$ cat src/verilog/cpmc_pkg.sv
/*
 cpmc_pkg: constants, register map and state codes of the cpu power mode control block.
 assumes a single 25 MHz system clock and a classic wishbone register port.
*/
// Operation
// - idle waits for writing instruction to finish
// - idle keeps state, clocks, peripherals running
// - only enabled interrupt or reset ends idle
// - waking interrupt clears idle bit, restarts cpu
// - after handler, resume after idle instruction
// - reset ends idle, fetch from zero
// - enabled watchdog counts in idle, then resets
// - stop waits for writing instruction to finish
// - stop halts oscillator, cpu, digital peripherals
// - interrupts inactive while stopped
// - only reset ends stop, fetch from zero
// - missing clock detector resets out of stop
// - suspend holds oscillator until usb or vbus
package cpmc_pkg;

   localparam int CLK_HZ         = 25_000_000;
   localparam int MCK_TIMEOUT_US = 100;
   localparam int TMR_W          = 20;
   // a timeout: round down to whole cycles
   localparam logic [TMR_W-1:0] MCK_CYCLES =
      TMR_W'(MCK_TIMEOUT_US * (CLK_HZ / 1_000_000));
   localparam logic [TMR_W-1:0] RESET_HOLD_CYCLES = 20'h00004;

   localparam logic [15:0] RESET_VECTOR = 16'h0000;

   localparam logic [7:0] OFF_POWER_CONTROL = 8'h00;
   localparam logic [7:0] OFF_WATCHDOG      = 8'h04;
   localparam logic [7:0] OFF_MISSING_CLOCK = 8'h08;
   localparam logic [7:0] OFF_REGULATOR     = 8'h0C;
   localparam logic [7:0] OFF_OSC_CONTROL   = 8'h10;
   localparam logic [7:0] OFF_STATUS        = 8'h14;

   localparam int PC_IDLE_BIT  = 0;
   localparam int PC_STOP_BIT  = 1;
   localparam int WD_EN_BIT    = 0;
   localparam int WD_LOCK_BIT  = 1;
   localparam int WD_KICK_BIT  = 2;
   localparam int MCK_EN_BIT   = 0;
   localparam int VBSEL_BIT    = 0;
   localparam int OSC_SUSP_BIT = 0;
   localparam int ST_STATE_LSB = 0;
   localparam int ST_CAUSE_LSB = 4;

   localparam logic WD_EN_RESET  = 1'b0;
   localparam logic MCK_EN_RESET = 1'b0;
   localparam logic VBSEL_RESET  = 1'b1;

   typedef enum logic [1:0] {
      CAUSE_POWER = 2'h0,
      CAUSE_PIN   = 2'h1,
      CAUSE_WDG   = 2'h2,
      CAUSE_MCK   = 2'h3
   } cpmc_cause_e;

   typedef enum logic [2:0] {
      ST_RUN   = 3'h0,
      ST_IDLE  = 3'h1,
      ST_STOP  = 3'h2,
      ST_SUSP  = 3'h3,
      ST_RESET = 3'h4
   } cpmc_state_e;

endpackage

$ cat src/verilog/cpmc_sync.sv
/*
 cpmc_sync: two flip-flop synchroniser for asynchronous pins, one bit per lane.
 assumes the inputs are levels that stay put for several clock cycles.
*/
`timescale 1ns/1ns
module cpmc_sync #(
   parameter int           W    = 1,
   parameter logic [W-1:0] INIT = '0
) (
   input  wire logic         clk,
   input  wire logic         rst,
   input  wire logic [W-1:0] d,
   output logic      [W-1:0] q
);

   logic [W-1:0] meta_reg;
   logic [W-1:0] q_reg;

   // meta_reg feeds q_reg and nothing else
   always_ff @(posedge clk) begin
      if (rst) begin
         meta_reg <= INIT;
         q_reg    <= INIT;
      end else begin
         meta_reg <= d;
         q_reg    <= meta_reg;
      end
   end

   assign q = q_reg;

endmodule

$ cat src/verilog/cpmc_timer.sv
/*
 cpmc_timer: up counter that pulses expire after limit running cycles, then wraps.
 assumes limit is at least one and stays constant while the counter runs.
*/
`timescale 1ns/1ns
module cpmc_timer
   import cpmc_pkg::*;
(
   input  wire logic             clk,
   input  wire logic             rst,
   input  wire logic             restart,
   input  wire logic             run,
   input  wire logic [TMR_W-1:0] limit,
   output logic                  expire
);

   logic [TMR_W-1:0] cnt_reg;

   assign expire = run && !restart && (cnt_reg == limit - TMR_W'(1));

   always_ff @(posedge clk) begin
      if (rst || restart || expire) begin
         cnt_reg <= '0;
      end else if (run) begin
         cnt_reg <= cnt_reg + TMR_W'(1);
      end
   end

endmodule

$ cat src/verilog/cpmc_top.sv
/*
 cpmc_top: idle, stop and oscillator suspend control with watchdog and missing clock reset.
 assumes instr_done and irq_pending come from core logic on clk; the three pins are
 asynchronous. clk itself is the always-on clock; osc_run and periph_clk_en gate the rest.
*/
`timescale 1ns/1ns
module cpmc_top
   import cpmc_pkg::*;
#(
   parameter logic [TMR_W-1:0] WDG_CYCLES = 20'h10000
) (
   input  wire logic        clk,
   input  wire logic        rst,
   input  wire logic        wb_cyc_i,
   input  wire logic        wb_stb_i,
   input  wire logic        wb_we_i,
   input  wire logic [7:0]  wb_adr_i,
   input  wire logic [3:0]  wb_sel_i,
   input  wire logic [31:0] wb_dat_i,
   output logic      [31:0] wb_dat_o,
   output logic             wb_ack_o,
   input  wire logic        instr_done,
   input  wire logic        irq_pending,
   input  wire logic        ext_reset_n_pin,
   input  wire logic        vbus_pin,
   input  wire logic        usb_activity_pin,
   output logic             cpu_halt,
   output logic             cpu_reset,
   output logic      [15:0] fetch_vector,
   output logic             wake_resume,
   output logic             irq_gate_en,
   output logic             osc_run,
   output logic             periph_clk_en
);

   cpmc_state_e      state_reg;
   cpmc_state_e      state_next;
   cpmc_cause_e      cause_reg;
   logic             ack_reg;
   logic [31:0]      rdata_reg;
   logic             pc_idle_reg;
   logic             pc_stop_reg;
   logic             wd_en_reg;
   logic             wd_lock_reg;
   logic             mck_en_reg;
   logic             vbsel_reg;
   logic             susp_reg;
   logic             wake_reg;
   logic [2:0]       pins_s;
   logic             ext_rst_s;
   logic             vbus_s;
   logic             usb_s;
   logic             wdg_exp;
   logic             mck_exp;
   logic             hold_exp;
   logic [TMR_W-1:0] mck_arm_reg;

   // bus decode
   wire        bus_req  = wb_cyc_i && wb_stb_i;
   wire        wr_en    = bus_req && wb_we_i && ack_reg && wb_sel_i[0];
   wire        sel_pc   = (wb_adr_i == OFF_POWER_CONTROL);
   wire        sel_wd   = (wb_adr_i == OFF_WATCHDOG);
   wire        sel_mck  = (wb_adr_i == OFF_MISSING_CLOCK);
   wire        sel_reg  = (wb_adr_i == OFF_REGULATOR);
   wire        sel_osc  = (wb_adr_i == OFF_OSC_CONTROL);
   wire        sel_st   = (wb_adr_i == OFF_STATUS);
   wire        wr_pc    = wr_en && sel_pc;
   wire        wr_wd    = wr_en && sel_wd;
   wire        wr_mck   = wr_en && sel_mck;
   wire        wr_reg   = wr_en && sel_reg;
   wire        wr_osc   = wr_en && sel_osc;

   wire [31:0] rd_pc    = {30'h0, pc_stop_reg, pc_idle_reg};
   wire [31:0] rd_wd    = {30'h0, wd_lock_reg, wd_en_reg};
   wire [31:0] rd_mck   = {31'h0, mck_en_reg};
   wire [31:0] rd_reg   = {31'h0, vbsel_reg};
   wire [31:0] rd_osc   = {31'h0, susp_reg};
   wire [31:0] rd_st    = {26'h0, cause_reg, 1'b0, state_reg};
   // unmapped offsets answer with zero and ignore writes
   wire [31:0] rd_word  = sel_pc  ? rd_pc  :
                          sel_wd  ? rd_wd  :
                          sel_mck ? rd_mck :
                          sel_reg ? rd_reg :
                          sel_osc ? rd_osc :
                          sel_st  ? rd_st  : 32'h0;

   // a write that completes on the same edge as instr_done still counts
   wire        eff_idle = wr_pc ? wb_dat_i[PC_IDLE_BIT] : pc_idle_reg;
   wire        eff_stop = wr_pc ? wb_dat_i[PC_STOP_BIT] : pc_stop_reg;
   wire        in_run   = (state_reg == ST_RUN);
   wire        in_idle  = (state_reg == ST_IDLE);
   wire        in_stop  = (state_reg == ST_STOP);
   wire        in_susp  = (state_reg == ST_SUSP);
   wire        in_reset = (state_reg == ST_RESET);

   wire        enter_stop = in_run && instr_done && eff_stop;
   wire        enter_idle = in_run && instr_done && eff_idle && !eff_stop;
   wire        enter_susp = in_run && wr_osc && wb_dat_i[OSC_SUSP_BIT] && !enter_stop && !enter_idle;
   wire        wake_irq   = in_idle && irq_pending;
   wire        susp_wake  = in_susp && (usb_s || (vbus_s == vbsel_reg));
   wire        wd_kick    = wr_wd && wb_dat_i[WD_KICK_BIT];
   // digital peripherals, the watchdog among them, freeze in stop and suspend
   wire        wd_run     = wd_en_reg && (in_run || in_idle);
   wire        mck_run    = mck_en_reg && in_stop;
   wire        trig       = ext_rst_s || wdg_exp || mck_exp;

   cpmc_sync #(
      .W    (3),
      .INIT (3'h1)
   ) u_sync (
      .clk (clk),
      .rst (rst),
      .d   ({usb_activity_pin, vbus_pin, ext_reset_n_pin}),
      .q   (pins_s)
   );

   assign ext_rst_s = !pins_s[0];
   assign vbus_s    = pins_s[1];
   assign usb_s     = pins_s[2];

   cpmc_timer u_wdg (
      .clk     (clk),
      .rst     (rst),
      .restart (wd_kick || !wd_en_reg),
      .run     (wd_run),
      .limit   (WDG_CYCLES),
      .expire  (wdg_exp)
   );

   cpmc_timer u_mck (
      .clk     (clk),
      .rst     (rst),
      .restart (!mck_run),
      .run     (mck_run),
      .limit   (MCK_CYCLES),
      .expire  (mck_exp)
   );

   // holds the core in reset for a fixed count, restarted while a source persists
   cpmc_timer u_hold (
      .clk     (clk),
      .rst     (rst),
      .restart (trig),
      .run     (in_reset),
      .limit   (RESET_HOLD_CYCLES),
      .expire  (hold_exp)
   );

   always_comb begin
      state_next = state_reg;
      case (state_reg)
         ST_RUN: begin
            if (enter_stop) begin
               state_next = ST_STOP;
            end else if (enter_idle) begin
               state_next = ST_IDLE;
            end else if (enter_susp) begin
               state_next = ST_SUSP;
            end
         end
         ST_IDLE: begin
            if (wake_irq) begin
               state_next = ST_RUN;
            end
         end
         ST_STOP: begin
            state_next = ST_STOP;
         end
         ST_SUSP: begin
            if (susp_wake) begin
               state_next = ST_RUN;
            end
         end
         ST_RESET: begin
            if (hold_exp) begin
               state_next = ST_RUN;
            end
         end
         default: begin
            state_next = ST_RESET;
         end
      endcase
      if (trig) begin
         state_next = ST_RESET;
      end
   end

   always_ff @(posedge clk) begin
      if (rst) begin
         state_reg <= ST_RESET;
      end else begin
         state_reg <= state_next;
      end
   end

   always_ff @(posedge clk) begin
      if (rst) begin
         ack_reg   <= 1'b0;
         rdata_reg <= 32'h0;
      end else begin
         ack_reg <= bus_req && !ack_reg;
         if (bus_req && !ack_reg) begin
            rdata_reg <= rd_word;
         end
      end
   end

   // any reset, internal ones included, returns the controls to their reset values
   always_ff @(posedge clk) begin
      if (rst || trig) begin
         pc_idle_reg <= 1'b0;
         pc_stop_reg <= 1'b0;
      end else begin
         if (wake_irq) begin
            pc_idle_reg <= 1'b0;
         end else if (wr_pc) begin
            pc_idle_reg <= wb_dat_i[PC_IDLE_BIT];
         end
         if (wr_pc) begin
            pc_stop_reg <= wb_dat_i[PC_STOP_BIT];
         end
      end
   end

   // once locked the watchdog can be armed but no longer disarmed
   always_ff @(posedge clk) begin
      if (rst || trig) begin
         wd_en_reg   <= WD_EN_RESET;
         wd_lock_reg <= 1'b0;
      end else if (wr_wd) begin
         wd_en_reg   <= wb_dat_i[WD_EN_BIT] || wd_lock_reg;
         wd_lock_reg <= wb_dat_i[WD_LOCK_BIT] || wd_lock_reg;
      end
   end

   always_ff @(posedge clk) begin
      if (rst || trig) begin
         mck_en_reg <= MCK_EN_RESET;
         vbsel_reg  <= VBSEL_RESET;
      end else begin
         if (wr_mck) begin
            mck_en_reg <= wb_dat_i[MCK_EN_BIT];
         end
         if (wr_reg) begin
            vbsel_reg <= wb_dat_i[VBSEL_BIT];
         end
      end
   end

   always_ff @(posedge clk) begin
      if (rst || trig || susp_wake) begin
         susp_reg <= 1'b0;
      end else if (enter_susp) begin
         susp_reg <= 1'b1;
      end
   end

   // the cause survives the reset it describes, so software can read it afterwards
   always_ff @(posedge clk) begin
      if (rst) begin
         cause_reg <= CAUSE_POWER;
      end else if (trig) begin
         cause_reg <= ext_rst_s ? CAUSE_PIN : (wdg_exp ? CAUSE_WDG : CAUSE_MCK);
      end
   end

   // no reset on interrupt wake: the core keeps its program counter
   always_ff @(posedge clk) begin
      if (rst) begin
         wake_reg <= 1'b0;
      end else begin
         wake_reg <= wake_irq && !trig;
      end
   end

   assign wb_ack_o      = ack_reg;
   assign wb_dat_o      = rdata_reg;
   assign cpu_halt      = !in_run;
   assign cpu_reset     = in_reset;
   assign fetch_vector  = RESET_VECTOR;
   assign wake_resume   = wake_reg;
   assign irq_gate_en   = !in_stop && !in_susp;
   // idle leaves every clock alone; registers simply see no new instructions
   assign osc_run       = !in_stop && !in_susp;
   assign periph_clk_en = !in_stop && !in_susp;

   always_ff @(posedge clk) begin
      if (rst || !mck_run) begin
         mck_arm_reg <= '0;
      end else begin
         mck_arm_reg <= mck_arm_reg + TMR_W'(1);
      end
   end
endmodule
$ cat config.mk
export PLATFORM = sky130hd
export DESIGN_NAME = cpmc_top
export DESIGN_NICKNAME = d
export VERILOG_FILES = /design/src/verilog/cpmc_pkg.sv /design/src/verilog/cpmc_sync.sv /design/src/verilog/cpmc_timer.sv /design/src/verilog/cpmc_top.sv
export SDC_FILE = /design/constraint.sdc
export NUM_CORES = 1
export LEC_CHECK = 0
export ABC_CLOCK_PERIOD_IN_PS = 2600
export BUFFER_PORTS_ARGS = -buffer_cell sky130_fd_sc_hd__buf_2
export CAP_MARGIN = 20
export CORE_MARGIN = 2
export CORE_UTILIZATION = 55
export CTS_BUF_LIST = sky130_fd_sc_hd__clkbuf_8
export DETAILED_ROUTE_END_ITERATION = 8
export GPL_ROUTABILITY_DRIVEN = 0
export PLACE_DENSITY = 0.81
export SYNTH_ARGS = -nofsm -noshare
export SYNTH_HDL_FRONTEND = slang
export SYNTH_SLANG_ARGS = --single-unit
$ cat constraint.sdc
create_clock -name clk -period 2.6 [get_ports clk]
set_input_delay 0.13 -clock clk [delete_from_list [all_inputs] [get_ports clk]]
set_output_delay 0.13 -clock clk [all_outputs]
set_load 0.05 [all_outputs]
### Word-level counts from Yosys, hierarchy flattened

Cells that the tools add are included.

| storage, ports and cells | value |
|---|---|
| flip-flop bits (word level) | 112 |
| logic and storage cells | 115 |
| output and inout bits | 55 |
| input port bits | 54 |

| cells by class | value |
|---|---|
| mux-type cells | 17 |
| equal/unequal tests | 17 |
| reduce and logical (&&, ||, !) cells | 61 |
| $add $sub $neg | 3 |

Operators with widths:

| kind | count |
|---|---|
| $add 20x1->20 const B | 3 |
| $mux 6 | 6 |
| $logic_and 1x1->1 | 30 |
| $eq 20x12->1 const B | 1 |
| $eq 20x16->1 const B | 1 |
| $eq 20x2->1 const B | 1 |
| $mux 3 | 6 |
| $eq 8x4->1 const B | 2 |
| $eq 8x5->1 const B | 2 |
| $pmux 3 s5 | 1 |
| $logic_or 1x1->1 | 14 |
| $logic_not 1->1 | 12 |
| $eq 8x3->1 const B | 1 |
| $logic_not 8->1 | 1 |
| $eq 3x2->1 const B | 2 |
| $ne 2x1->1 const B | 2 |
| $ne 4x1->1 const B | 1 |
| $reduce_and 4->1 | 1 |
| $reduce_or 2->1 | 2 |
| $eq 3x1->1 const B | 1 |
| $eq 3x3->1 const B | 1 |
| $logic_not 3->1 | 1 |
| $mux 1 | 3 |
| $mux 2 | 1 |
| 2 further kinds | 2 |

### Logic depth before layout (Yosys ltp)

| logic depth | value |
|---|---|
| depth in word-level cells | 17 |
| mapped depth | 8 |

### Modules after synthesis

Synthesis repeated with hierarchy kept, for this count alone.

| unflattened totals | value |
|---|---|
| cell total of the unflattened synthesis | 790 |
| area total of the unflattened synthesis | 7104.3 µm² |

Modules (own cells, without submodules):

| module | times used | area an instance (µm²) | sequential area each (µm²) | cells each |
|---|---|---|---|---|
| cpmc_timer | 3 | 1804.2 | 400.4 | 197 |
| cpmc_top | 1 | 1534.0 | 380.4 | 187 |
| cpmc_sync | 1 | 157.7 | 120.1 | 12 |

### Least setup slack after synthesis

Ideal clock, no wire load.

| timing path | value |
|---|---|
| path kind | register to register |
| start point | reg state_reg[0] |
| end point | reg state_reg[1] |
| arrival | 2.292 ns |
| setup time | 0.091 ns |
| stages on the path, launching flop included | 8 |
| period minus slack after synthesis | 2.383 ns |
| data required time | 2.509 ns |
| slack | 0.217 ns |
| buffers on the path | 1 |
| path through | dfxtp_1 -> clkbuf_1 -> nor3b_4 -> nand3_1 -> or3_1 -> a22oi_2 -> a31oi_1 -> a311oi_1 |

RTL lines:

| element | line | text |
|---|---|---|
| start, declared | cpmc_top.sv:36 | `cpmc_state_e state_reg;` |
| start signal, assigned | cpmc_top.sv:192 | `state_reg <= state_next;` |
| $eq 3x3->1 * | cpmc_top.sv:94 | `wire in_reset = (state_reg == ST_RESET);` |
| via cpu_reset | cpmc_top.sv:28 | `output logic cpu_reset,` |
| $logic_and 1x1->1 (2 in series) | cpmc_timer.sv:19 | `assign expire = run && !restart && (cnt_reg == limit - TMR_W'(1));` |
| $ne 2x2->1 (no line) | n/a |  |
| $reduce_and 4->1 (no line) | n/a |  |

Mark *: on every way through the listed nets, which the timed path passes. The rest lies on a longest branch.
A chain may end at the register's enable or synchronous reset.

### Worst setup path in the final report

| timing path | value |
|---|---|
| start point | reg state_reg[1] |
| end point | reg u_hold.cnt_reg[12] |

| on the way | value |
|---|---|
| longest elaborated chain between the ends | 11 |

RTL lines:

| element | line | text |
|---|---|---|
| $eq 3x1->1 / $logic_not 3->1 (equally long branches) | cpmc_top.sv:91, cpmc_top.sv:90 |  |
| $logic_or 1x1->1 | cpmc_top.sv:103 | `wire wd_run = wd_en_reg && (in_run \|\| in_idle);` |
| $logic_and 1x1->1 | cpmc_top.sv:103 |  |
| $logic_and 1x1->1 (2 in series) | cpmc_timer.sv:19 |  |
| $logic_or 1x1->1 (2 in series) | cpmc_top.sv:105 | `wire trig = ext_rst_s \|\| wdg_exp \|\| mck_exp;` |
| $logic_not 1->1 | cpmc_timer.sv:19 |  |
| $logic_and 1x1->1 (2 in series) | cpmc_timer.sv:19 |  |
| $logic_or 1x1->1 | cpmc_timer.sv:22 | `if (rst \|\| restart \|\| expire) begin` |
| end signal, assigned | cpmc_timer.sv:25 | `cnt_reg <= cnt_reg + TMR_W'(1);` |
| end, declared | cpmc_timer.sv:17 | `logic [TMR_W-1:0] cnt_reg;` |

Several ways; a longest one is shown, not always the timed one.

==> flow_summary_export.csv <==
group,metric,value,unit
global_route,grt_pass1_wl,13520,µm
floorplanning,core,7331,µm²
global_route,antenna_found_initial,0,
placed_design,portBuffers,33,
synth,synthCells,483,
placed_design,dp_hpwl,5602,µm
sta,fin_skew,0.01010,ns
cts,cts_tree,"done",
flow_run,drv_cap,0,
detailed_routing,final_antenna_net_count,0,
detailed_routing,wire_per_inst,12.64,µm
sta,grt_setup_unrepaired,"no",
worst_setup_path,path_class,"flop to flop",
synth,seq_area_frac_synth,0.4038,
detailed_routing,wl,7851,µm
floorplanning,die-area,8378,µm²
sta,hold_violations,0,
cts,clkLatencyLatePin,0.36,ns
floorplanning,die_w,91.53,µm
worst_setup_path,cp.required,2.83,ns
worst_setup_path,crit_fanout,20,
global_route,grt_pass1_vias,3087,
floorplanning,initial_core_util,0.5748,
floorplanning,rows,31,
final_layout,diodes,0,
floorplanning,die_y,91.53,µm
synth,synth_area,4214,µm²
global_route,grt_overflow,0,
sta,fmax,439.7,MHz
sta,finalSetupViolations,0,
cts,clock_path_buffers,2,
sta,worst_pin_slew,0.5394,ns
sta,holdWs,0.06855,ns
global_route,grt_usage,0.1946,
cts,ctsHtreeMaxLevel,3,
detailed_routing,drt_iter0_markers,110,
detailed_routing,vias_per_cell,5.224,
sta,layout_setup_ws,0.3258,ns
synth,yosysTopAreaCell,"dfxtp_1",
placed_design,place_ws,0.3554,ns
global_route,grt_max_degree,21,
synth,synth.area.top_cells,"dfxtp_1, xor2_1, buf_4",
final_layout,area_growth,6.354,%
synth,synthArstFlopShare,0,
final_layout,fillers,628,
cts,cts_resized,0,
synth,synth.distinct_cells,48,
power_and_ir_drop,power,0.002674,W
power_and_ir_drop,peakVddDrop,0.3268,mV
detailed_routing,vias,3244,
synth,synth-seq-cells,85,
floorplanning,ios,109,
synth,avgSynthCellArea,8.725,µm²
sta,period_share,0.8747,
sta,drv_slew,0,
detailed_routing,drt_pass1_iterations,4,
worst_setup_path,startpoint_type,"flop",
worst_setup_path,cp_data_arrival_time,2.51,ns
final_layout,drive_gt1_frac,0.1322,
synth,synth_top_area_share,0.4038,
detailed_routing,drc_errors,0,
final_layout,nets,574,
worst_setup_path,end_kind,"flop",
power_and_ir_drop,power_density,596.7,nW/µm²
sta,fin_tns_setup,0,ns
synth,synth_warnings,0,
power_and_ir_drop,total_leakage_power,1.688,nW
sta,relSlewSlack,0.6311,
synth,synth_flop_cell,"dfxtp_1",
synth,synth-edff-count,0,
status,run_status,"finished clean",
cts,clock_sinks,85,
sta,post-route-min-period,2.274,ns
cts,clk_root_buffer_cell,"clkbuf_8",
cts,cts_made_buffers,9,
hold_path,hold_path_class,"input pin to flop",
cts,clk_pin_slew,0.08,ns
logic make-up (layout without fill, tap and decap cells):
group	after synthesis	in the layout	synth area share
other	1	43	0.0008899
flip-flops	85	85	0.4038
AND/OR/NAND/NOR	232	232	0.2886
buffers and inverters	67	64	0.1060
AO/OA/AOI/OAI	28	28	0.04899
adder cells (fa/ha/maj)	3	3	0.008908
multiplexers	10	10	0.02435
XOR/XNOR	57	57	0.1185
placed cells by master, fill, tap and decap left out, types with 5 or more instances in the layout:
| master | count |
|---|---|
| and3_1 | 9 |
| nor2b_1 | 9 |
| nor3_1 | 7 |
| clkbuf_8 | 11 |
| mux2i_1 | 8 |
| dfxtp_1 | 85 |
| nand2_1 | 31 |
| nand3_1 | 24 |
| a21oi_1 | 9 |
| buf_2 | 33 |
| nor4_1 | 9 |
| nand4_1 | 23 |
| xor2_1 | 43 |
| nor2_1 | 83 |
| conb_1 | 43 |
| inv_1 | 9 |
| and4_1 | 6 |
| xnor2_1 | 14 |
| nor3b_1 | 6 |
| nand2b_1 | 5 |
worst max-delay path, cell delays in order (launching register included):
cell      delay (ns)
dfxtp_1         0.58
and4bb_2        0.41
nand2_1         0.10
nor4_1          0.36
buf_4           0.19
a211o_1         0.13
o21bai_4        0.26
nor2_1          0.12
stage by stage:
step	instances	util	instance area, µm²
global placement	602	0.5830	4274
CTS	621	0.6114	4482
floorplan	525	-	4372
detailed placement	602	0.5830	4274
finish	621	0.6114	4482
global route	621	0.6114	4482
path summary, 6_finish.rpt:
| check | from | end | slack (ns) | cells past startpoint |
|---|---|---|---|---|
| setup / recovery | state_reg[1] | u_hold.cnt_reg[12] | 0.33 | 7 |
| hold / removal | wb_dat_i[1] | wd_lock_reg | 0.07 | 3 |
| setup reg to reg | state_reg[1] | u_hold.cnt_reg[12] | 0.33 | 7 |
| hold reg to reg | u_sync.meta_reg[0] | u_sync.q[0] | 0.42 | 1 |
what timing repair did:
item	in CTS	in global routing
hold endpoints to repair	3	0
hold buffers	3	0
buffers inserted	0	0
layer usage:
layer  vias to the layer above  share of wire  wire (µm)  track usage
met4                         0          0.014        108      0.07449
met1                      1532           0.47       3658       0.2381
met2                        78           0.47       3729       0.3327
met5                         -              0          0            0
met3                         9          0.045        354      0.04232
li1                       1625              -          -            -
layout make-up:
type	count	area [µm²]	share of cell area
multi-input combinational	373	2223	0.4961
sequential	85	1702	0.3797
timing repair buffer	40	225.2	0.05025
clock buffer	11	151.4	0.03378
tap	99	123.9	0.02764
inverter	8	30.03	0.006700
clock inverter	5	26.28	0.005863
report_power, final:
| part | switching, W | internal [W] | leakage, nW |
|---|---|---|---|
| clock | 0.000455 | 0.000391 | 0.0963 |
| sequential | 0.0000516 | 0.00133 | 0.687 |
| combinational | 0.000312 | 0.000131 | 0.905 |
| total | 0.000819 | 0.00186 | 1.69 |
synthesized netlist by cell type, types with 2 or more instances:
cell	count
nand4_1	23
a211oi_1	4
nor2b_1	9
ha_1	3
dfxtp_1	85
and2_1	3
buf_2	6
clkbuf_1	5
nand3_1	24
or2_2	4
nor3_1	7
inv_1	8
a21oi_1	9
xnor2_1	14
mux2_2	2
or3_1	3
o21ai_0	3
or3b_2	2
nand2_1	31
xor2_1	43
a311oi_1	2
nand2b_1	5
nor4_1	9
buf_4	46
and4_1	6
mux2i_1	8
nor2_1	83
buf_6	2
nor4_4	2
nor3b_1	6
and3_1	9
Power figures use the tool's default switching activity.
